### config.mk
export PLATFORM = sky130hd
export DESIGN_NAME = scm_clock_mode
export DESIGN_NICKNAME = d
export VERILOG_FILES = /design/src/rtl/scm_pkg.sv /design/src/rtl/scm_clock_mode.sv
export SDC_FILE = /design/constraint.sdc
export NUM_CORES = 1
export LEC_CHECK = 0
export ABC_AREA = 1
export BUFFER_PORTS_ARGS = -buffer_cell sky130_fd_sc_hd__buf_4
export CORE_MARGIN = 2
export CORE_UTILIZATION = 35
export CTS_BUF_LIST = sky130_fd_sc_hd__clkbuf_8 sky130_fd_sc_hd__clkbuf_16
export DETAILED_ROUTE_END_ITERATION = 16
export GPL_TIMING_DRIVEN = 0
export MAX_ROUTING_LAYER = met4
export SKIP_LAST_GASP = 1
export SLEW_MARGIN = 40
export SYNTH_ARGS = -nofsm -noshare
export SYNTH_HDL_FRONTEND = slang
export SYNTH_SLANG_ARGS = --single-unit
### constraint.sdc
create_clock -name sys_clk -period 2.6 [get_ports sys_clk]
set_input_delay 0.65 -clock sys_clk [delete_from_list [all_inputs] [get_ports sys_clk]]
set_output_delay 0.65 -clock sys_clk [all_outputs]
set_load 0.05 [all_outputs]
### src/rtl/scm_pkg.sv
package scm_pkg;

	// Byte offsets of the three registers, each in byte lane 0 of its own word.
	localparam logic [3:0] ADDR_MODE  = 4'h0;
	localparam logic [3:0] ADDR_IDLE  = 4'h4;
	localparam logic [3:0] ADDR_RADIO = 4'h8;

	// Field positions in system_mode_control.
	localparam int MODE_CKS_LSB = 5;
	localparam int MODE_FST     = 4;
	localparam int MODE_LRDY    = 3;
	localparam int MODE_HRDY    = 2;
	localparam int MODE_IDLE    = 1;
	localparam int MODE_HL      = 0;

	// Field positions in idle_clock_and_reset_flags.
	localparam int IDLE_KEEP = 7;
	localparam int FLG_LV    = 2;
	localparam int FLG_LVC   = 1;
	localparam int FLG_WD    = 0;

	// Field positions in radio_clock_output_control.
	localparam int RAD_EN     = 4;
	localparam int RAD_SR_LSB = 0;

	// Reset values of the writable fields.
	localparam logic [2:0] RST_CKS  = 3'h6;
	localparam logic       RST_FST  = 1'h0;
	localparam logic       RST_IDLE = 1'h1;
	localparam logic       RST_HL   = 1'h0;
	localparam logic       RST_KEEP = 1'h0;
	localparam logic       RST_FLAG = 1'h0;
	localparam logic       RST_REN  = 1'h0;
	localparam logic [1:0] RST_SR   = 2'h0;

	// Oscillator cycles until a restarted oscillator counts as stable.
	localparam logic [10:0] HXT_RDY_CYC  = 11'h400;
	localparam logic [10:0] LXT_RDY_CYC  = 11'h400;
	localparam logic [10:0] LOW_RC_OSC_RDY_CYC = 11'h002;

	// Source codes of the clock multiplexer; 2 to 7 are the divided high clock.
	localparam logic [3:0] SRC_NONE = 4'h0;
	localparam logic [3:0] SRC_SUB  = 4'h1;
	localparam logic [3:0] SRC_DIV2 = 4'h7;
	localparam logic [3:0] SRC_HIGH = 4'h8;
	localparam logic [2:0] CKS_DIV_MIN = 3'h2;

	typedef enum logic [2:0] {
		PM_RUN,
		PM_WAKE,
		PM_FAST,
		PM_IDLE_SYS,
		PM_IDLE_NO,
		PM_SLEEP_SUB,
		PM_DEEP
	} scm_mode_e;

	typedef struct packed {
		logic [2:0] cks;
		logic       fst;
		logic       idle;
		logic       hl;
	} scm_modereg_s;

	typedef struct packed {
		logic keep;
		logic lv;
		logic lvc;
		logic wd;
	} scm_flagreg_s;

	typedef struct packed {
		logic       en;
		logic [1:0] sr;
	} scm_radioreg_s;

endpackage

### src/rtl/scm_clock_mode.sv
`timescale 1ns/1ps

// Function
// - Divider field picks sub clock for 000/001, high clock /64 down to /2 after.
// - High clock select set gives the undivided high clock as system clock.
// - Moving the system clock to the sub clock stops the high oscillator unless the radio output is enabled.
// - With fast wake-up and high source, sub clock runs the system after wake.
// - Low ready flag is low in deep sleep, rises after 2 or 1024 cycles.
// - High ready flag clear at power-on, low when stopped, rises after 1024 cycles.
// - HALT with idle bit enters idle, keeping or stopping sysclk; otherwise sleep.
// - Low-voltage reset flag set by hardware, cleared only by software writing 0.
// - Level register undefined value sets its flag; only software clears it.
// - Watchdog control reset sets its flag; only software clears it.
// - Unimplemented bits of flag and radio registers read as zero.
// - Radio clock output is gated by its enable bit; software keeps it enabled.
// - Two-bit slew field selects edge rate, 00 fastest, 11 slowest.
// - Fast wake-up works only from sleep-with-subclock or idle-without-sysclk.
// - Fast wake runs on sub clock until 1024 crystal cycles, then switches.
// - Low-speed source wake waits 1024 or 2 cycles; fast wake-up ignored.
// - Deep-sleep wake never uses sub clock; waits for original oscillator.
// - HALT without idle: deep sleep only if detector and watchdog off.
// - Changeover to the sub clock waits for the low ready flag.
module scm_clock_mode
	import scm_pkg::*;
(
	input  wire logic        sys_clk,
	input  wire logic        rstn,
	input  wire logic [3:0]  avs_address,
	input  wire logic        avs_read,
	input  wire logic        avs_write,
	input  wire logic [31:0] avs_writedata,
	input  wire logic [3:0]  avs_byteenable,
	output logic      [31:0] avs_readdata,
	output logic             avs_waitrequest,
	input  wire logic        hxt_clk_pin,
	input  wire logic        sub_clk_pin,
	input  wire logic        sub_is_lxt,
	input  wire logic        halt_req,
	input  wire logic        wakeup_req,
	input  wire logic        lowvolt_detect_enable,
	input  wire logic        watchdog_enable,
	input  wire logic        lowvolt_reset_event,
	input  wire logic        lowvolt_level_register_undefined_event,
	input  wire logic        watchdog_ctrl_reset_event,
	output logic             sys_clock_out,
	output logic             cpu_clock_enable,
	output logic             periph_clock_enable,
	output logic             high_crystal_osc_enable,
	output logic             sub_osc_enable,
	output logic             radio_clock_output,
	output logic      [1:0]  output_slew_select,
	output scm_mode_e        power_mode
);

	// Every flip-flop of the block sits in this one record, so reset and
	// registering stay in a single place and no field can be forgotten.
	typedef struct packed {
		logic [2:0]    hsync;
		logic [2:0]    lsync;
		logic          hlvl;
		logic          llvl;
		logic [5:0]    dcnt;
		logic [10:0]   hcnt;
		logic [10:0]   lcnt;
		logic          high_osc_ready;
		logic          low_osc_ready;
		scm_mode_e     mode;
		logic [3:0]    act;
		logic          fsys;
		scm_modereg_s  mr;
		scm_flagreg_s  fr;
		scm_radioreg_s rr;
		logic          wait_n;
		logic [7:0]    rdata;
		logic          cpu_en;
		logic          per_en;
		logic          hxt_en;
		logic          sub_en;
		logic          rclk;
	} scm_state_s;

	// Registered state and its next value, filled by the combinational process.
	scm_state_s s_ff;
	scm_state_s nxt_s;

	// Register decode shared by the bus read path.
	function automatic logic [7:0] rd_byte(input logic [3:0] a, input scm_state_s s);
		logic [7:0] v;
		v = 8'h00;
		unique case (a)
			ADDR_MODE: begin
				v[MODE_CKS_LSB +: 3] = s.mr.cks;
				v[MODE_FST]          = s.mr.fst;
				v[MODE_LRDY]         = s.low_osc_ready;
				v[MODE_HRDY]         = s.high_osc_ready;
				v[MODE_IDLE]         = s.mr.idle;
				v[MODE_HL]           = s.mr.hl;
			end
			ADDR_IDLE: begin
				v[IDLE_KEEP] = s.fr.keep;
				v[FLG_LV]    = s.fr.lv;
				v[FLG_LVC]   = s.fr.lvc;
				v[FLG_WD]    = s.fr.wd;
			end
			ADDR_RADIO: begin
				v[RAD_EN]           = s.rr.en;
				v[RAD_SR_LSB +: 2]  = s.rr.sr;
			end
			default: v = 8'h00;
		endcase
		return v;
	endfunction

	// Source that the software fields ask for.
	function automatic logic [3:0] want_code(input logic hl, input logic [2:0] cks);
		logic [3:0] c;
		c = SRC_SUB;
		if (hl) begin
			c = SRC_HIGH;
		end else if (cks >= CKS_DIV_MIN) begin
			c = {1'b0, cks};
		end
		return c;
	endfunction

	// Present level of one multiplexer input.
	// Divider bit 0 is the /2 tap, so code 7 reads bit 0 and code 2 reads bit 5.
	function automatic logic src_level(input logic [3:0] c, input scm_state_s s);
		logic l;
		l = 1'b0;
		if (c == SRC_SUB) begin
			l = s.llvl;
		end else if (c == SRC_HIGH) begin
			l = s.hlvl;
		end else if (c != SRC_NONE) begin
			l = s.dcnt[3'(SRC_DIV2 - c)];
		end
		return l;
	endfunction

	// A hardware-set flag: a software write of 0 clears, an event in the same
	// cycle wins so it is never lost, and a write of 1 leaves the flag alone.
	function automatic logic flag_upd(input logic cur, input logic wr, input logic d,
			input logic ev);
		return (cur & ~(wr & ~d)) | ev;
	endfunction

	// Helpers of the combinational process; each is written on every pass, so
	// none of them holds a value from one cycle to the next.
	logic [3:0] want;
	logic       want_hi;
	logic       want_rdy;
	logic       hrise;
	logic       lrise;
	logic [3:0] tgt;
	logic       acc;
	logic       wr_mode;
	logic       wr_idle;
	logic       wr_radio;
	logic [7:0] wd;
	logic [10:0] lrdy_lim;
	logic       awake;

	always_comb begin
		nxt_s = s_ff;

		// Pin clocks pass three stages; a level counts once stages two and three agree.
		nxt_s.hsync = {s_ff.hsync[1:0], hxt_clk_pin};
		nxt_s.lsync = {s_ff.lsync[1:0], sub_clk_pin};
		if (s_ff.hsync[1] == s_ff.hsync[2]) begin
			nxt_s.hlvl = s_ff.hsync[2];
		end
		if (s_ff.lsync[1] == s_ff.lsync[2]) begin
			nxt_s.llvl = s_ff.lsync[2];
		end
		hrise = nxt_s.hlvl & ~s_ff.hlvl;
		lrise = nxt_s.llvl & ~s_ff.llvl;

		// Ripple of the high clock divider; bit 0 is the high clock halved.
		if (hrise) begin
			nxt_s.dcnt = s_ff.dcnt + 6'h01;
		end

		// Requested source and whether it has proven itself stable. A high source
		// waits for the crystal count and the sub clock for the low count.
		want     = want_code(s_ff.mr.hl, s_ff.mr.cks);
		want_hi  = (want != SRC_SUB);
		want_rdy = want_hi ? s_ff.high_osc_ready : s_ff.low_osc_ready;
		lrdy_lim = sub_is_lxt ? LXT_RDY_CYC : LOW_RC_OSC_RDY_CYC;

		// Stability counts restart whenever an oscillator is held stopped.
		if (!s_ff.hxt_en) begin
			nxt_s.hcnt = 11'h000;
			nxt_s.high_osc_ready  = 1'b0;
		end else if (hrise && !s_ff.high_osc_ready) begin
			nxt_s.hcnt = s_ff.hcnt + 11'h001;
			nxt_s.high_osc_ready  = (nxt_s.hcnt == HXT_RDY_CYC);
		end
		if (!s_ff.sub_en) begin
			nxt_s.lcnt = 11'h000;
			nxt_s.low_osc_ready  = 1'b0;
		end else if (lrise && !s_ff.low_osc_ready) begin
			nxt_s.lcnt = s_ff.lcnt + 11'h001;
			nxt_s.low_osc_ready  = (nxt_s.lcnt >= lrdy_lim);
		end

		// Power mode sequencing on HALT and wake-up.
		// HALT is only heard in RUN; one seen during a fast wake is dropped.
		unique case (s_ff.mode)
			PM_RUN: begin
				if (halt_req) begin
					if (s_ff.mr.idle) begin
						nxt_s.mode = s_ff.fr.keep ? PM_IDLE_SYS : PM_IDLE_NO;
					end else if (lowvolt_detect_enable || watchdog_enable) begin
						nxt_s.mode = PM_SLEEP_SUB;
					end else begin
						nxt_s.mode = PM_DEEP;
					end
				end
			end
			PM_IDLE_SYS: begin
				if (wakeup_req) begin
					nxt_s.mode = PM_RUN;
				end
			end
			PM_IDLE_NO, PM_SLEEP_SUB: begin
				if (wakeup_req) begin
					if (want_hi && s_ff.mr.fst) begin
						nxt_s.mode = PM_FAST;
					end else begin
						nxt_s.mode = PM_WAKE;
					end
					if (!want_hi) begin
						// A low-speed source re-proves itself; fast wake is ignored.
						nxt_s.lcnt = 11'h000;
						nxt_s.low_osc_ready  = 1'b0;
					end
				end
			end
			PM_DEEP: begin
				if (wakeup_req) begin
					nxt_s.mode = PM_WAKE;
				end
			end
			PM_WAKE: begin
				if (want_rdy) begin
					nxt_s.mode = PM_RUN;
				end
			end
			PM_FAST: begin
				if (s_ff.high_osc_ready) begin
					nxt_s.mode = PM_RUN;
				end
			end
			default: begin
				nxt_s.mode = PM_WAKE; // An illegal code recovers by waiting for the source.
			end
		endcase

		// Multiplexer target; a source is only taken once it is proven stable.
		// In every stopped mode the target is no source, so the output rests low.
		unique case (s_ff.mode)
			PM_RUN:      tgt = want_rdy ? want : s_ff.act;
			PM_IDLE_SYS: tgt = s_ff.act;
			PM_FAST:     tgt = SRC_SUB;
			default:     tgt = SRC_NONE;
		endcase

		// Swap only while both the output and the new input are low, so no
		// pulse is cut short; the price is a low phase stretched by one swap.
		if (tgt != s_ff.act && !s_ff.fsys && !src_level(tgt, s_ff)) begin
			nxt_s.act = tgt;
		end
		nxt_s.fsys = src_level(nxt_s.act, s_ff);

		// Enables follow the next mode so the outputs stay registered.
		awake = (nxt_s.mode == PM_RUN) || (nxt_s.mode == PM_WAKE) ||
			(nxt_s.mode == PM_FAST) || (nxt_s.mode == PM_IDLE_SYS);
		nxt_s.cpu_en = (nxt_s.mode == PM_RUN) || (nxt_s.mode == PM_FAST);
		nxt_s.per_en = nxt_s.cpu_en || (nxt_s.mode == PM_IDLE_SYS);
		// The crystal stays up for the radio while its output is enabled.
		// A limitation: with the radio output on, the crystal never stops, so the
		// high ready flag stays set through sleep as well.
		nxt_s.hxt_en = (awake && (want_hi || (s_ff.act >= 4'h2))) || s_ff.rr.en;
		nxt_s.sub_en = (nxt_s.mode != PM_DEEP);
		nxt_s.rclk   = s_ff.rr.en & s_ff.hlvl;

		// Avalon slave: one wait cycle, then the access completes.
		acc = (avs_read || avs_write) && !s_ff.wait_n;
		if ((avs_read || avs_write) && s_ff.wait_n) begin
			nxt_s.wait_n = 1'b0;
			nxt_s.rdata  = rd_byte(avs_address, s_ff);
		end else begin
			nxt_s.wait_n = 1'b1;
		end
		// Writes land at the edge where the master sees waitrequest low; only byte
		// lane 0 carries register bits.
		wd       = avs_writedata[7:0];
		wr_mode  = acc && avs_write && avs_byteenable[0] && (avs_address == ADDR_MODE);
		wr_idle  = acc && avs_write && avs_byteenable[0] && (avs_address == ADDR_IDLE);
		wr_radio = acc && avs_write && avs_byteenable[0] && (avs_address == ADDR_RADIO);

		if (wr_mode) begin
			nxt_s.mr.cks  = wd[MODE_CKS_LSB +: 3];
			nxt_s.mr.fst  = wd[MODE_FST];
			nxt_s.mr.idle = wd[MODE_IDLE];
			nxt_s.mr.hl   = wd[MODE_HL];
		end
		if (wr_idle) begin
			nxt_s.fr.keep = wd[IDLE_KEEP];
		end
		if (wr_radio) begin
			nxt_s.rr.en = wd[RAD_EN];
			nxt_s.rr.sr = wd[RAD_SR_LSB +: 2];
		end

		// Reset-cause flags.
		nxt_s.fr.lv  = flag_upd(s_ff.fr.lv, wr_idle, wd[FLG_LV], lowvolt_reset_event);
		nxt_s.fr.lvc = flag_upd(s_ff.fr.lvc, wr_idle, wd[FLG_LVC],
			lowvolt_level_register_undefined_event);
		nxt_s.fr.wd  = flag_upd(s_ff.fr.wd, wr_idle, wd[FLG_WD],
			watchdog_ctrl_reset_event);
	end

	// All state in one register; power-on starts waiting for the crystal.
	always_ff @(posedge sys_clk or negedge rstn) begin
		if (!rstn) begin
			s_ff.hsync   <= 3'h0;
			s_ff.lsync   <= 3'h0;
			s_ff.hlvl    <= 1'b0;
			s_ff.llvl    <= 1'b0;
			s_ff.dcnt    <= 6'h00;
			s_ff.hcnt    <= 11'h000;
			s_ff.lcnt    <= 11'h000;
			s_ff.high_osc_ready     <= 1'b0;
			s_ff.low_osc_ready     <= 1'b0;
			s_ff.mode    <= PM_WAKE;
			s_ff.act     <= SRC_NONE;
			s_ff.fsys    <= 1'b0;
			s_ff.mr.cks  <= RST_CKS;
			s_ff.mr.fst  <= RST_FST;
			s_ff.mr.idle <= RST_IDLE;
			s_ff.mr.hl   <= RST_HL;
			s_ff.fr.keep <= RST_KEEP;
			s_ff.fr.lv   <= RST_FLAG;
			s_ff.fr.lvc  <= RST_FLAG;
			s_ff.fr.wd   <= RST_FLAG;
			s_ff.rr.en   <= RST_REN;
			s_ff.rr.sr   <= RST_SR;
			s_ff.wait_n  <= 1'b1;
			s_ff.rdata   <= 8'h00;
			s_ff.cpu_en  <= 1'b0;
			s_ff.per_en  <= 1'b0;
			s_ff.hxt_en  <= 1'b1;
			s_ff.sub_en  <= 1'b1;
			s_ff.rclk    <= 1'b0;
		end else begin
			s_ff <= nxt_s;
		end
	end

	// Outputs taken straight from the state register.
	assign avs_readdata            = {24'h000000, s_ff.rdata};
	assign avs_waitrequest         = s_ff.wait_n;
	assign sys_clock_out           = s_ff.fsys;
	assign cpu_clock_enable        = s_ff.cpu_en;
	assign periph_clock_enable     = s_ff.per_en;
	assign high_crystal_osc_enable = s_ff.hxt_en;
	assign sub_osc_enable          = s_ff.sub_en;
	assign radio_clock_output      = s_ff.rclk;
	assign output_slew_select      = s_ff.rr.sr;
	assign power_mode              = s_ff.mode;

endmodule

* After elaboration in Yosys (flattened, before gate mapping)
Index checks and enable logic that the tools add are counted.
** Word-level totals
- Bits in registers :: 73
- Input port bits :: 54
- Output and inout bits :: 44
** Cells by class
- $add $sub $neg :: 5
- Order comparisons :: 5
- Equality and inequality tests :: 22
- Muxes and demuxes :: 50
- Bitwise operators :: 20
- Reduce and logical (&&, ||, !) cells :: 33
** Operators by type and width (count)
- 2-to-1 mux 11 bit :: 8
- 2-to-1 mux 3 bit :: 8
- adder 11 x 1 -> 11 bit, second input constant :: 2
- 2-to-1 mux 1 bit :: 19
- one-hot mux 3 bit (6 select lines) :: 1
- 2-to-1 mux 4 bit :: 4
- logical AND 1 bit :: 13
- == test 3 x 2 -> 1 bit, second input constant :: 4
- == test 4 bit, second input constant :: 3
- one-hot mux 4 bit (3 select lines) :: 1
- == test 11 bit, second input constant :: 1
- greater-or-equal comparator 11 bit :: 1
- bitwise AND 1 bit :: 9
- == test 3 bit, second input constant :: 3
- logical OR 1 bit :: 9
- == test 4 x 1 -> 1 bit, second input constant :: 2
- < comparator 3 x 4 -> 1 bit, second input constant :: 2
- NOT 1 bit :: 8
- nonzero test 4 bit :: 2
- adder 6 x 1 -> 6 bit, second input constant :: 1
- binary-select mux 1 bit (select 3 bit) :: 2
- == test 3 x 1 -> 1 bit, second input constant :: 2
- logical NOT 3 bit :: 2
- 2-to-1 mux 2 bit :: 3
- 15 further kinds :: 25

* Depth between registers and ports, before layout
- Word-level depth :: 22
- Gate-level depth with buffers :: 21

* Worst setup path after synthesis
OpenSTA, ideal clock, no wires.
- Path type :: register to register
- From :: register s_ff, in the netlist power_mode[0]
- To :: register s_ff, in the netlist sys_clock_out
- Setup time :: 0.117 ns
- Arrival time :: 1.906 ns
- Required time :: 2.483 ns
- Setup slack :: 0.577 ns
- Cell stages (with the launch flop) :: 18
- Clock period less this slack :: 2.023 ns
- Cells stage by stage :: dfstp_2 -> nand2_1 -> nor2_1 -> nand2_1 -> nand2_4 -> nand2_1 -> nand2_1 -> nand2_2 -> nor2_4 -> nor2_4 -> nand2_4 -> nand2_1 -> nand2_2 -> nand2_1 -> inv_1 -> nand2_1 -> nand3_1 -> nand2_1
** RTL lines
- start, declared :: RTL line scm_clock_mode.sv:83 : scm_state_s s_ff;

==> flow_summary.json <==
{
  "hold_violations": 0,
  "finish.instance_area_um2": 5070,
  "seq_power_share": 0.315,
  "synth_compound_area_frac": 0.0984,
  "cap_violations": 0,
  "regToRegSetupSlack_ns": 0.28,
  "cts_tree": "built",
  "post_dp_cell_area_um2": 4730,
  "tightestPinTransition_ns": 0.652,
  "port_buffers": 45,
  "die_x_um": 113,
  "power_switching_mw": 2.29,
  "synth_mux_area_frac": 0.00273,
  "rsz0062_at_grt": "false",
  "dp_hpwl_mm": 6.44,
  "dr.first_iter.drc_count": 145,
  "period_minus_slack_ns": 2.32,
  "cts_setup_buffers": 0,
  "clk_pin_slew_ns": 0.06,
  "viasPerCell": 4.61,
  "area_delta_synth_final_pct": 23.0,
  "crit_fanout": 7,
  "drtAntennaViolNets": 0,
  "die-area_um2": 12700,
  "clock_path_buffers": 2,
  "clk_latency_ns": 0.33,
  "maxSlewHeadroom": 0.566,
  "firstDrtPassIters": 4,
  "ys_warn_count": 0,
  "rows": 39,
  "synth_top_family_by_area": "simple AND/OR/NAND/NOR gates",
  "htreeDepth": 3,
  "grt_pass1_vias": 3342,
  "nets": 635,
  "ctsResizeCount": 0,
  "utilization": 0.442,
  "leakage_nw": 2.54,
  "synth_area_leaders": "dfrtp_1 40%, nand2_1 8.7%, buf_4 6.7%",
  "synth_top_area_frac": 0.401,
  "gr-total-overflow": 0,
  "stdcell_count": 723,
  "ys_types": 38,
  "internal_power_mw": 3.15,
  "power_mw": 5.44,
  "netlist_area_um2": 4120,
  "synth_top_area_cell": "dfrtp_1",
  "dp.cells": 707,
  "critPathKind": "reg2reg",
  "wire_per_inst_um": 12.1,
  "wl_mm": 8.72,
  "finalSetupTns_ns": 0,
  "cts_root_buffer": "clkbuf_16",
  "crit_arrival_ns": 2.59,
  "final_cell_mix": "95 x nand2_1, 81 x buf_4, 66 x dfrtp_1",
  "synth-simple-area-share": 0.254,
  "ys_ff_latch": 73,
  "start_util": 0.359,
  "cts_made_buffers": 9,
  "diodes": 0,
  "power_frac_comb": 0.436,
  "maxSlewViolCount": 0,
  "design.core.area_um2": 11500,
  "hold_slack_ns": 0.329,
  "power_frac_clock": 0.249,
  "syn_area_per_cell_um2": 8.31,
  "dieHeight_um": 113,
  "grt_use_total": 0.153,
  "place_ws_ns": 0.299,
  "start_kind": "register",
  "num_io_pins": 98,
  "async_flop_share": 1.00,
  "setup_viol": 0,
  "gp_congestion": 0.871,
  "syn-instance-count": 496,
  "hold_buffers": 0,
  "final_common_cell": "nand2_1",
  "num_vias": 3336,
  "clock_sinks": 73,
  "fin_ws_ns": 0.276,
  "ir_drop_v": 0.000749,
  "hp-class": "in2async",
  "worstPathRequired_ns": 2.87,
  "max_freq_ghz": 0.430,
  "timing.final.crit_share": 0.894,
  "finClkSkew_ns": 0.00360,
  "grt_max_degree": 74,
  "ys_dominant_reg_cell": "dfrtp_1",
  "outcome": "finished clean",
  "power_density_nw_per_um2": 1070,
  "crit_path_end_kind": "register",
  "yosysSeqAreaShare": 0.445,
  "synth_edf_count": 0,
  "drive_gt1_frac": 0.229,
  "sw_frac_of_total": 0.421,
  "grt_antenna_before_repair": 0,
  "drc": 0,
  "grt_pass1_wl_mm": 15.3,
  "synth_fa_ha_area_frac": 0.0182,
  "synthXorXnorAreaFrac": 0.0468
}
[cells in the mapped netlist (all sizes together) (2+ instances only)]
library cell  number
o21bai             2
a21oi              9
nand4              5
nor3b              2
o211ai             2
nor3               9
o31ai              3
xnor2              3
ha                 6
nand3b             2
dfstp              7
nor2              39
a211oi            10
a31oi              5
nand3             49
inv               68
o2111ai            2
buf               37
o22ai              7
clkbuf             5
xor2              19
nand2            109
dfrtp             66
o21ai             23
[area by class of cell]
cell class	instances	area [µm²]
plain buffers	42	297
clock buffers	12	267
repair buffers	45	342
clock inverters	4	67.6
multi-input cells	336	1830
fillers	1118	6400
well taps	143	179
flip-flops and latches	73	1840
inverters	68	255
[state kept, by name, summed over array words and instances (netlist names)]
signal                   cells
avs_readdata                 8
s_ff                        49
high_crystal_osc_enable      1
avs_waitrequest              1
periph_clock_enable          1
sys_clock_out                1
nxt_s                        4
cpu_clock_enable             1
sub_osc_enable               1
power_mode                   3
output_slew_select           2
radio_clock_output           1
[layer usage]
metal | up-vias | track usage | wire length (µm)
met2 | 73 | 0.244 | 4150
met3 | 8 | 0.0427 | 392
met1 | 1545 | 0.193 | 4100
met5 | - | - | 0
li1 | 1710 | - | -
met4 | 0 | 0.0423 | 70
[power by group through the flow]
stage	logic [mW]	registers [mW]	clock network (mW)
after floorplan	1.75	1.79	0
final	2.37	1.71	1.35
after detailed placement	2.37	1.72	0
after global placement	2.31	1.72	0
after CTS	2.39	1.71	1.39
after global routing	2.67	1.76	1.44
[worst max-delay path, stage by stage, from the launching register on]
cell	delay, ns
dfstp_2	0.61
nand2_1	0.14
nor2_1	0.21
nand2_1	0.19
nand2_4	0.16
inv_2	0.05
nand3_1	0.06
nand2_1	0.05
nand2_1	0.05
nand2_1	0.08
nand2_4	0.10
nand3_2	0.14
nand2_4	0.13
nand3_1	0.10
nand2_1	0.08
nand3_1	0.06
nand2_1	0.06
[logic make-up (layout without fill, tap and decap cells)]
kind of cell,after synthesis,count (layout)
and+or+nand+nor,217,217
buffers and inverters,110,171
DFF,73,73
AOI/OAI and AO/OA,66,66
xor gates and xnor gates,22,22
adders and majority gates,6,6
other,1,24
muxes,1,1
[final timing paths]
path / startpoint / to / cells after the start
min reg2reg: nxt_s[71] / nxt_s[72] / 0
max reg2reg: power_mode[0] / sys_clock_out / 16
max in group asynchronous: rstn / s_ff[48] / 1
min in group sys_clk: nxt_s[71] / nxt_s[72] / 0
min: rstn / avs_readdata[7] / 1
max: power_mode[0] / sys_clock_out / 16
Power figures use the tool's default switching activity.
